File: src/tmoc_defs.svh
// Register map, bit positions and reset values of the timer mode/output/capture control
//
// Functional notes
// - Three-bit mode field, code seven prohibited
// - Software trigger acts as external trigger
// - Software trigger ignored in other modes
// - Event enable picks external edge over tick
// - Event count mode always counts external edges
// - Mode register layout, reset 00H
// - Level bit zero starts output high
// - Disabled output drives its level bit
// - Enabled output carries timer square wave
// - Level bit change moves idle pin
// - Output register layout, reset 00H
// - Edge field: none, rise, fall, both
// - Capture edge register layout, reset 00H
// - Capture only in free-run and width modes
// - Byte and single-bit register access
// - Counter enable low holds timer in reset
// - Compare match inverts enabled output
`ifndef TMOC_DEFS_SVH
`define TMOC_DEFS_SVH

`define TMOC_ADDR_MODE_CTL 32'hfffff591
`define TMOC_ADDR_OUT_CTL 32'hfffff592
`define TMOC_ADDR_CAP_EDGE 32'hfffff593

`define TMOC_RST_BYTE 8'h00
`define TMOC_RST_MODE 3'h0
`define TMOC_RST_NIB 4'h0

`define TMOC_BIT_SWTRIG 6
`define TMOC_BIT_EEE 5
`define TMOC_MODE_MSB 2
`define TMOC_MODE_LSB 0

`define TMOC_BIT_OL1 3
`define TMOC_BIT_OE1 2
`define TMOC_BIT_OL0 1
`define TMOC_BIT_OE0 0

`define TMOC_CAP1_MSB 3
`define TMOC_CAP1_LSB 2
`define TMOC_CAP0_MSB 1
`define TMOC_CAP0_LSB 0

`define TMOC_NIB_MSB 3

`endif

File: src/tmoc_pkg.sv
// Types shared by the timer mode/output/capture control files
package tmoc_pkg;

    // Declaration order yields the hardware mode codes 0 to 7
    typedef enum logic [2:0] {
        TMOC_INTERVAL,
        TMOC_EXT_EVENT,
        TMOC_EXT_TRIG_PULSE,
        TMOC_ONE_SHOT,
        TMOC_PWM,
        TMOC_FREE_RUN,
        TMOC_PULSE_WIDTH,
        TMOC_PROHIBITED
    } tmoc_mode_t;

    // Declaration order yields the edge codes 00, 01, 10, 11
    typedef enum logic [1:0] {
        TMOC_EDGE_NONE,
        TMOC_EDGE_RISE,
        TMOC_EDGE_FALL,
        TMOC_EDGE_BOTH
    } tmoc_edge_t;

endpackage : tmoc_pkg

File: src/tmoc_edge_sync.sv
// Pin synchroniser with rise and fall detection
`timescale 1ns/100ps
`default_nettype none

module tmoc_edge_sync (
    input wire logic clk,
    input wire logic resetn,
    input wire logic pin,
    output logic rise,
    output logic fall
);

    // *****************************************
    // Synchroniser and history
    // *****************************************
    logic meta;
    logic sync;
    logic prev;

    // First stage feeds only the second stage
    always_ff @(posedge clk or negedge resetn) begin
        if (!resetn) begin
            meta <= 1'b0;
            sync <= 1'b0;
            prev <= 1'b0;
        end else begin
            meta <= pin;
            sync <= meta;
            prev <= sync;
        end
    end

    assign rise = sync & ~prev;
    assign fall = ~sync & prev;

endmodule : tmoc_edge_sync

`default_nettype wire

File: src/tmoc_ctrl.sv
// Timer channel mode, output and capture edge control
//
// Added by the designer: the strobed register port.
`timescale 1ns/100ps
`default_nettype none
`include "tmoc_defs.svh"

module tmoc_ctrl #(
    parameter int ADDR_W = 32
) (
    input wire logic clk,
    input wire logic resetn,
    input wire logic [ADDR_W-1:0] reg_addr,
    input wire logic [7:0] reg_wdata,
    input wire logic reg_wr,
    input wire logic reg_rd,
    input wire logic bit_access,
    input wire logic [2:0] bit_index,
    output logic [7:0] reg_rdata,
    input wire logic counter_enable,
    input wire logic count_tick,
    input wire tmoc_pkg::tmoc_edge_t event_edge_sel,
    input wire tmoc_pkg::tmoc_edge_t trigger_edge_sel,
    input wire logic compare0_match,
    input wire logic compare1_match,
    input wire logic timer_in0_pin,
    input wire logic timer_in1_pin,
    output logic count_advance,
    output logic ext_trigger,
    output logic capture0,
    output logic capture1,
    output logic counter_hold,
    output logic mode_prohibited,
    output logic timer_out0_pin,
    output logic timer_out1_pin
);
    import tmoc_pkg::*;

    // *****************************************
    // Elaboration checks
    // *****************************************
    if (ADDR_W < 32) begin : g_addr_chk
        $error("ADDR_W too narrow for the register map");
    end

    // *****************************************
    // Helpers
    // *****************************************
    // Byte write, or a single bit taken from the same lane of the data
    function automatic logic [7:0] merge_wr(
        input logic [7:0] old,
        input logic [7:0] wd,
        input logic single,
        input logic [2:0] idx
    );
        logic [7:0] res;
        res = wd;
        if (single) begin
            res = old;
            res[idx] = wd[idx];
        end
        return res;
    endfunction : merge_wr

    function automatic logic [7:0] read_view(
        input logic [7:0] val,
        input logic single,
        input logic [2:0] idx
    );
        logic [7:0] res;
        res = val;
        if (single) begin
            res = 8'h00;
            res[idx] = val[idx];
        end
        return res;
    endfunction : read_view

    function automatic logic edge_hit(
        input tmoc_edge_t sel,
        input logic r,
        input logic f
    );
        logic hit;
        case (sel)
            TMOC_EDGE_RISE: hit = r;
            TMOC_EDGE_FALL: hit = f;
            TMOC_EDGE_BOTH: hit = r | f;
            default: hit = 1'b0;
        endcase
        return hit;
    endfunction : edge_hit

    // *****************************************
    // Register storage
    // *****************************************
    logic [2:0] mode_q;
    logic eee_q;
    logic [3:0] out_ctl_q;
    logic [3:0] cap_ctl_q;
    logic [7:0] mode_cur;
    logic [7:0] out_cur;
    logic [7:0] cap_cur;
    logic [7:0] next_mode_byte;
    logic [7:0] next_out_byte;
    logic [7:0] next_cap_byte;
    logic sel_mode;
    logic sel_out;
    logic sel_cap;
    tmoc_mode_t mode;

    assign sel_mode = (reg_addr == ADDR_W'(`TMOC_ADDR_MODE_CTL));
    assign sel_out = (reg_addr == ADDR_W'(`TMOC_ADDR_OUT_CTL));
    assign sel_cap = (reg_addr == ADDR_W'(`TMOC_ADDR_CAP_EDGE));
    assign mode = tmoc_mode_t'(mode_q);

    // Trigger bit is not stored, so it and the reserved bits read zero
    assign mode_cur = {1'b0, 1'b0, eee_q, 2'b00, mode_q};
    assign out_cur = {4'h0, out_ctl_q};
    assign cap_cur = {4'h0, cap_ctl_q};

    assign next_mode_byte = merge_wr(mode_cur, reg_wdata, bit_access, bit_index);
    assign next_out_byte = merge_wr(out_cur, reg_wdata, bit_access, bit_index);
    assign next_cap_byte = merge_wr(cap_cur, reg_wdata, bit_access, bit_index);

    // Software is trusted to write these only while stopped
    always_ff @(posedge clk or negedge resetn) begin
        if (!resetn) begin
            mode_q <= `TMOC_RST_MODE;
            eee_q <= 1'b0;
        end else if (reg_wr && sel_mode) begin
            mode_q <= next_mode_byte[`TMOC_MODE_MSB:`TMOC_MODE_LSB];
            eee_q <= next_mode_byte[`TMOC_BIT_EEE];
        end
    end

    always_ff @(posedge clk or negedge resetn) begin
        if (!resetn) begin
            out_ctl_q <= `TMOC_RST_NIB;
        end else if (reg_wr && sel_out) begin
            out_ctl_q <= next_out_byte[`TMOC_NIB_MSB:0];
        end
    end

    always_ff @(posedge clk or negedge resetn) begin
        if (!resetn) begin
            cap_ctl_q <= `TMOC_RST_NIB;
        end else if (reg_wr && sel_cap) begin
            cap_ctl_q <= next_cap_byte[`TMOC_NIB_MSB:0];
        end
    end

    // *****************************************
    // Read port
    // *****************************************
    // Unmapped addresses and idle cycles return zero
    always_ff @(posedge clk or negedge resetn) begin
        if (!resetn) begin
            reg_rdata <= `TMOC_RST_BYTE;
        end else if (reg_rd && sel_mode) begin
            reg_rdata <= read_view(mode_cur, bit_access, bit_index);
        end else if (reg_rd && sel_out) begin
            reg_rdata <= read_view(out_cur, bit_access, bit_index);
        end else if (reg_rd && sel_cap) begin
            reg_rdata <= read_view(cap_cur, bit_access, bit_index);
        end else begin
            reg_rdata <= `TMOC_RST_BYTE;
        end
    end

    // *****************************************
    // Input pins and edge selection
    // *****************************************
    logic rise0;
    logic fall0;
    logic rise1;
    logic fall1;

    tmoc_edge_sync u_in0 (
        .clk(clk),
        .resetn(resetn),
        .pin(timer_in0_pin),
        .rise(rise0),
        .fall(fall0)
    );

    tmoc_edge_sync u_in1 (
        .clk(clk),
        .resetn(resetn),
        .pin(timer_in1_pin),
        .rise(rise1),
        .fall(fall1)
    );

    logic event_hit;
    logic trig_hit;
    logic cap0_hit;
    logic cap1_hit;
    logic sw_trig;
    logic trig_mode;
    logic cap_mode;
    logic use_ext;

    assign event_hit = edge_hit(event_edge_sel, rise0, fall0);
    assign trig_hit = edge_hit(trigger_edge_sel, rise0, fall0);
    assign cap0_hit = edge_hit(tmoc_edge_t'(cap_ctl_q[`TMOC_CAP0_MSB:`TMOC_CAP0_LSB]),
                               rise0, fall0);
    assign cap1_hit = edge_hit(tmoc_edge_t'(cap_ctl_q[`TMOC_CAP1_MSB:`TMOC_CAP1_LSB]),
                               rise1, fall1);

    assign trig_mode = (mode == TMOC_EXT_TRIG_PULSE) || (mode == TMOC_ONE_SHOT);
    assign cap_mode = (mode == TMOC_FREE_RUN) || (mode == TMOC_PULSE_WIDTH);
    assign use_ext = eee_q || (mode == TMOC_EXT_EVENT);
    assign sw_trig = reg_wr && sel_mode && next_mode_byte[`TMOC_BIT_SWTRIG];

    // *****************************************
    // Count source, triggers and captures
    // *****************************************
    // While stopped every strobe is held off, which keeps the datapath in reset
    always_ff @(posedge clk or negedge resetn) begin
        if (!resetn) begin
            count_advance <= 1'b0;
        end else begin
            count_advance <= counter_enable && (use_ext ? event_hit : count_tick);
        end
    end

    always_ff @(posedge clk or negedge resetn) begin
        if (!resetn) begin
            ext_trigger <= 1'b0;
        end else begin
            ext_trigger <= counter_enable && trig_mode
                && (trig_hit || sw_trig);
        end
    end

    always_ff @(posedge clk or negedge resetn) begin
        if (!resetn) begin
            capture0 <= 1'b0;
            capture1 <= 1'b0;
        end else begin
            capture0 <= counter_enable && cap_mode && cap0_hit;
            capture1 <= counter_enable && cap_mode && cap1_hit;
        end
    end

    always_ff @(posedge clk or negedge resetn) begin
        if (!resetn) begin
            counter_hold <= 1'b1;
            mode_prohibited <= 1'b0;
        end else begin
            counter_hold <= !counter_enable;
            mode_prohibited <= (mode == TMOC_PROHIBITED);
        end
    end

    // *****************************************
    // Timer outputs
    // *****************************************
    logic tog0;
    logic tog1;
    logic next_tog0;
    logic next_tog1;

    assign next_tog0 = counter_enable
        && (tog0 ^ (out_ctl_q[`TMOC_BIT_OE0] && compare0_match));
    assign next_tog1 = counter_enable
        && (tog1 ^ (out_ctl_q[`TMOC_BIT_OE1] && compare1_match));

    always_ff @(posedge clk or negedge resetn) begin
        if (!resetn) begin
            tog0 <= 1'b0;
            tog1 <= 1'b0;
        end else begin
            tog0 <= next_tog0;
            tog1 <= next_tog1;
        end
    end

    // Disabled pin follows the level bit one cycle later; an enabled pin shows its inverse while stopped
    always_ff @(posedge clk or negedge resetn) begin
        if (!resetn) begin
            timer_out0_pin <= 1'b0;
            timer_out1_pin <= 1'b0;
        end else begin
            timer_out0_pin <= out_ctl_q[`TMOC_BIT_OE0] ?
                (~out_ctl_q[`TMOC_BIT_OL0] ^ next_tog0) :
                out_ctl_q[`TMOC_BIT_OL0];
            timer_out1_pin <= out_ctl_q[`TMOC_BIT_OE1] ?
                (~out_ctl_q[`TMOC_BIT_OL1] ^ next_tog1) :
                out_ctl_q[`TMOC_BIT_OL1];
        end
    end
endmodule : tmoc_ctrl

`default_nettype wire

File: config.mk
export PLATFORM = sky130hd
export DESIGN_NAME = tmoc_ctrl
export DESIGN_NICKNAME = d
export VERILOG_FILES = /design/src/tmoc_pkg.sv /design/src/tmoc_edge_sync.sv /design/src/tmoc_ctrl.sv
export VERILOG_INCLUDE_DIRS = /design/src
export SDC_FILE = /design/constraint.sdc
export NUM_CORES = 1
export LEC_CHECK = 0
export BUFFER_PORTS_ARGS = -buffer_cell sky130_fd_sc_hd__buf_2
export CAP_MARGIN = 0
export CORE_UTILIZATION = 49
export CTS_BUF_LIST = sky130_fd_sc_hd__clkbuf_8 sky130_fd_sc_hd__clkbuf_16
export DETAILED_ROUTE_END_ITERATION = 8
export GPL_ROUTABILITY_DRIVEN = 0
export PLACE_DENSITY = 0.79
export SLEW_MARGIN = 20
export SYNTH_ARGS = -nofsm -noshare
export SYNTH_HDL_FRONTEND = slang
export SYNTH_HIERARCHICAL = 1
export SYNTH_SLANG_ARGS = --single-unit
File: constraint.sdc
create_clock -name clk -period 1.5 [get_ports clk]
set_clock_uncertainty 0.05 [all_clocks]
set_input_delay 0.15 -clock clk [delete_from_list [all_inputs] [get_ports clk]]
set_output_delay 0.15 -clock clk [all_outputs]
set_load 0.005 [all_outputs]
Yosys cells after proc, flatten, opt, wreduce, memory -nomap -nowiden

Index checks and enable logic that the tools add are counted.

$lt $le $gt $ge: 2
Reduce and logical (&&, ||, !) cells: 23
Bitwise logic cells: 19
Eq/ne operators: 21
Muxes and demuxes: 29

Operators by type and width:

| operator                                             | number |
|---|---|
| == test 32 bit (second input constant)               | 3 |
| 2-to-1 mux 8 bit                                     | 6 |
| AND 8 bit                                            | 3 |
| bitwise mux 8 bit                                    | 3 |
| logical AND 1 bit                                    | 18 |
| == test 2 bit (second input constant)                | 8 |
| binary-select mux 1 bit (select 3 bit)               | 4 |
| one-hot mux 1 bit (3 select lines)                   | 4 |
| == test 3 bit (second input constant)                | 3 |
| == test 2 x 1 -> 1 bit (second input constant)       | 4 |
| 2-to-1 mux 1 bit                                     | 8 |
| 2-to-1 mux 4 bit                                     | 2 |
| 2-to-1 mux 7 bit                                     | 1 |
| == test 3 x 2 -> 1 bit (second input constant)       | 2 |
| NOT 1 bit                                            | 6 |
| AND 1 bit                                            | 4 |
| logical OR 1 bit                                     | 4 |
| < comparator 3 x 4 -> 1 bit (second input constant)  | 1 |
| bitwise XOR 1 bit                                    | 4 |
| demux 1 bit (select 3 bit)                           | 1 |
| == test 3 x 1 -> 1 bit (second input constant)       | 1 |
| >= comparator 3 x 1 -> 1 bit (second input constant) | 1 |
| OR 1 bit                                             | 2 |
| zero test 1 bit                                      | 1 |

Register bits: 36
Logic and storage cells: 115
Bits of input ports: 58
Output and inout port bits: 16

Depth between registers and ports, before layout

Depth after elaboration: 9
Depth in mapped cells: 7
Gate-level depth less buffers: 5

Hierarchy

Netlist, hierarchy kept.

Modules (own cells, without submodules):

| module         | seq. area each (sq um) | instances | area an instance (sq um) | cells each |
|---|---|---|---|---|
| tmoc_ctrl      | 752.0                  | 1         | 1,868.0                  | 188 |
| tmoc_edge_sync | 75.1                   | 2         | 90.1                     | 5 |

Worst setup path after synthesis

OpenSTA, ideal clock, no wires.

Path type: input to register
Start: in reg_addr[3]
End: reg eee_q
Data required time: 1,322 ps
Buffers on the path: 0
Cell stages on the path: 5
Library setup time: 128 ps
Setup slack: -128 ps
Data arrival time: 1,451 ps
Cells stage by stage: nand4b_1 -> nor4_4 -> nand4_4 -> a21oi_2 -> mux2_1

Longest elaborated chain between the ends: 2

RTL lines:

| item                   | line             | text |
|---|---|---|
| start: declaration     | tmoc_ctrl.sv:13  | `input wire logic [ADDR_W-1:0] reg_addr,` |
| == test 32 bit         | tmoc_ctrl.sv:112 | `` assign sel_mode = (reg_addr == ADDR_W'(`TMOC_ADDR_MODE_CTL)); `` |
| logical AND 1 bit      | tmoc_ctrl.sv:131 | `end else if (reg_wr && sel_mode) begin` |
| end signal: assignment | tmoc_ctrl.sv:133 | `` eee_q <= next_mode_byte[`TMOC_BIT_EEE]; `` |
| end: declaration       | tmoc_ctrl.sv:98  | `logic eee_q;` |

Every way passes these cells.
A chain may end at the register's enable or synchronous reset.

Final worst setup path

Start: reg cap_ctl_q[1]
End: reg reg_rdata[1]

Longest elaborated chain between the ends: 7

RTL lines:

| item                                   | line             | text |
|---|---|---|
| start: declaration                     | tmoc_ctrl.sv:100 | `logic [3:0] cap_ctl_q;` |
| start signal: assignment               | tmoc_ctrl.sv:147 | `` cap_ctl_q <= `TMOC_RST_NIB; `` |
| start signal: assignment               | tmoc_ctrl.sv:149 | `` cap_ctl_q <= next_cap_byte[`TMOC_NIB_MSB:0]; `` |
| binary-select mux 1 bit (select 3 bit) | tmoc_ctrl.sv:74  | `res[idx] = val[idx];` |
| 2-to-1 mux 1 bit (implied by the code) | tmoc_ctrl.sv:74  |  |
| AND 8 bit (no line)                    | -                |  |
| 2-to-1 mux 8 bit *                     | tmoc_ctrl.sv:72  | `if (single) begin` |
| 2-to-1 mux 8 bit *                     | tmoc_ctrl.sv:164 | `end else if (reg_rd && sel_cap) begin` |
| 2-to-1 mux 8 bit *                     | tmoc_ctrl.sv:162 | `end else if (reg_rd && sel_out) begin` |
| 2-to-1 mux 8 bit *                     | tmoc_ctrl.sv:160 | `end else if (reg_rd && sel_mode) begin` |
| end signal: assignment                 | tmoc_ctrl.sv:161 | `reg_rdata <= read_view(mode_cur, bit_access, bit_index);` |
| end signal: assignment                 | tmoc_ctrl.sv:163 | `reg_rdata <= read_view(out_cur, bit_access, bit_index);` |
| end signal: assignment                 | tmoc_ctrl.sv:165 | `reg_rdata <= read_view(cap_cur, bit_access, bit_index);` |
| end: declaration                       | tmoc_ctrl.sv:19  | `output logic [7:0] reg_rdata,` |

Mark *: on every way between the ends. The rest lies on a longest branch, timed or not. The select of a mux whose other input is x is not followed.

==> metrics.md <==
| Metric | Value |
|---|---|
| Cell mode on critical path | `mux2i_1` |
| Setup violators final | `0` |
| Port Buffers | `71` |
| Area share of the largest cell type after synthesis | `42.8%` |
| Post-synth ARST share | `between 90% and 100%` |
| Commonest cells post-synth | `dfrtp_1 (35), mux2i_1 (16), a21oi_1 (13), nand2_1 (13)` |
| Setup Fix Bufs, Post-CTS | `0` |
| Fraction of power spent switching nets | `25.6%` |
| Largest area contributor in the netlist | `dfrtp_1` |
| Antenna violations before repair | `0` |
| Final critical path time including I/O delays and setup | `1.42 ns` |
| Fin Setup TNS | `0 ns` |
| Failing checks | `design-rule violations` |
| Global-route wire length before repair | `roughly 7400 um` |
| WL final | `4920 um` |
| Post-DR vias/cell | `5.67` |
| Share of layout cells above drive strength 1 | `41.7%` |
| Die H | `around 67 um` |
| VDD IR max | `0.000350 V` |
| Antenna viol nets, final | `0` |
| DR vias | `~1900` |
| Avg Inst Size Synth | `10.3 um^2` |
| Remaining DRCs | `4` |
| Mux share of post-synthesis cell area | `around a tenth` |
| Detailed Route Iter0 Violations | `112` |
| Ys Warns | `6` |
| Post-synthesis compound-gate area fraction | `14.7%` |
| Final design utilization | `68.6%` |
| Synth Flop Type | `dfrtp_1` |
| Io pins | `74` |
| CTS sink cnt | `36` |
| Post-layout power | `roughly 1.9 mW` |
| Status | `complete, but fails checks` |
| CP max FO | `2` |
| Cell Area, Placed | `between 0.002 and 0.003 mm^2` |
| HP Class | `in -> reg` |
| CTS Buf Count | `5` |
| Yosys cell types | `52` |
| Max-slew violations | `0` |
| Root Buffer | `clkbuf_8` |
| Dpl hpwl | `3750 um` |
| Clk Latency, worst-skew pair | `0.29 ns` |
| Sequential Power Share | `51.0%` |
| EDFF count, synth | `0` |
| Post-synthesis adder-cell area fraction | `0%` |
| Max incr delay on CP | `about 0.4 ns` |
| Largest cells by area after synthesis | `dfrtp_1 (43%), mux2i_1 (7.8%), nand2b_1 (3.4%)` |
| Cell area after synthesis | `0.00205 mm^2` |
| Layout area overhead | `34.0%` |
| Pin count of the biggest net entering global routing | `37` |
| Clock tree buffer depth | `2` |
| Largest family of logic cells by synthesized area | `simple AND/OR/NAND/NOR gates` |
| Synthesized instance count | `198` |
| Die Area | `0.00444 mm^2` |
| Synthesized flop and latch total | `36` |
| Max Clock Freq | `702 MHz` |
| Total track usage | `23.1%` |
| Htree depth | `2` |
| Worst-path cell chain | `mux2i_1 -> mux2i_1 -> o2111ai_1 -> o22ai_1 -> o21a_1` |
| Sequential fraction of the synthesis area | `44.0%` |
| Vias in the first global route | `~1600` |
| Most common cell in the netlist | `dfrtp_1` |
| Total internal power | `1.45 mW` |
| Worst endpoint required time | `1.63 ns` |
| Starting Density | `between 50% and 60%` |
| Routed length per placed instance | `14.5 um` |
| Synth Area in Simple Gates | `between 20% and 30%` |
| Post-Place Worst Slack | `-0.330 ns` |
| Master of the slowest instance on the critical path | `dfrtp_1` |
| PwrDens | `between 700 and 800 mW/mm^2` |
| Clock-pin slew on the worst setup and hold paths | `0.07 ns` |
| Net Sw Power | `~500 uW` |
| DP Cell Count | `329` |
| Crit start category | `register` |
| Critical path capture point type | `register` |
| Comb pwr share | `14.8%` |
| Arrival @ worst endpoint | `1.55 ns` |
| Kind of critical path | `reg -> reg` |
| Num rows | `23` |
| Die W | `66.7 um` |
| Final Cycle Share | `95.0%` |
| Core area | `0.00400 mm^2` |
| Max-cap violation count | `0` |
| Final Non-Filler Cells | `between 300 and 400` |
| Grt total ovfl | `0` |
| Final setup margin | `0.0756 ns` |
| Router iterations before antenna repair | `6` |
| Final hold vios | `0` |
| XOR/XNOR Fraction of Synth Area | `under 10%` |
| Clock Power Share | `34.2%` |
| Pleak | `1.40 nW` |
| WHS | `around 0.026 ns` |
| CTS tree | `yes` |
| Final Cell Area | `0.00275 mm^2` |
| Layout Nets | `between 300 and 400` |
| ANT cells | `0` |
-- state kept, by name (all words and copies together), names as in the netlist --
register	flops
cap_ctl_q	4
capture0	1
capture1	1
count_advance	1
counter_hold	1
eee_q	1
ext_trigger	1
mode	3
mode_prohibited	1
out_ctl_q	4
reg_rdata	8
timer_out0_pin	1
timer_out1_pin	1
tog0	1
tog1	1
u_in0/meta	1
u_in0/prev	1
u_in0/sync	1
u_in1/meta	1
u_in1/prev	1
u_in1/sync	1
-- worst max-delay path, delay by kind of cell (launching register included) --
family / cells / cell delay (ns)
AO/OA/AOI/OAI: 3 / 0.58
flip-flops: 1 / 0.39
multiplexers: 2 / 0.29
-- power groups by stage --
stage | combinational (mW) | sequential, mW | clock [mW]
floorplan | 0.115 | 1.01 | 0
global placement | 0.259 | 1.01 | 0
detailed placement | 0.263 | 1.01 | 0
CTS | 0.270 | 0.992 | 0.681
global route | 0.313 | 0.992 | 0.727
finish | 0.287 | 0.992 | 0.666
-- kinds of logic after synthesis --
logic type / Yosys count
buffers and inverters: 13
AOI/OAI and AO/OA: 45
and+or+nand+nor: 80
DFF: 36
xor gates and xnor gates: 5
muxes: 18
other: 1
-- final timing paths --
check | startpoint | endpoint | slack, ns | depth (start not counted)
setup reg to reg | cap_ctl_q[1] | reg_rdata[1] | 0.08 | 5
setup / recovery | cap_ctl_q[1] | reg_rdata[1] | 0.08 | 5
hold / removal | reg_wdata[5] | eee_q | 0.03 | 2
hold reg to reg | u_in1/meta | u_in1/sync | 0.30 | 0
max in group asynchronous | resetn | counter_hold | 0.68 | 3
min in group asynchronous | resetn | u_in0/prev | 0.37 | 3
-- timing repair --
action | in CTS | in global routing
hold buffers | 3 | 0
pin swaps | 0 | 6
endpoints found under the setup margin | 2 | 5
gates resized for setup | 1 | 11
endpoints found under the hold margin | 37 | 0
cloned | 0 | 0
-- routing by layer --
layer / part of all wire [%] / global-route usage (%) / up-vias / wire length [um]
li1: - / - / 909 / -
met1: 40 / 27.6 / 923 / 1980
met2: 51 / 40.3 / 89 / 2510
met3: 7.0 / 5.14 / 8 / 346
met4: 1.5 / 8.24 / 0 / 76
met5: 0 / 0 / - / 0
-- cells in the final DEF (no fill, tap or decap), drive strengths merged, types with 4 or more instances in the layout --
cell type,instances
nand4,7
nor2,12
mux2i,16
nand3b,4
nand2,13
a21oi,14
o31ai,9
a22oi,5
buf,89
nor2b,4
or2,4
clkbuf,5
o21ai,7
nand2b,11
dfrtp,35
-- area by class of cell --
type | count | area [um^2]
Timing Repair Buffer | 92 | 537
Fill cell | 326 | 1250
Sequential cell | 36 | 902
Inverter | 3 | 11.3
Tap cell | 50 | 62.6
Clock buffer | 5 | 68.8
Clock inverter | 3 | 18.8
Multi-Input combinational cell | 151 | 1140
Power figures use the tool's default switching activity.
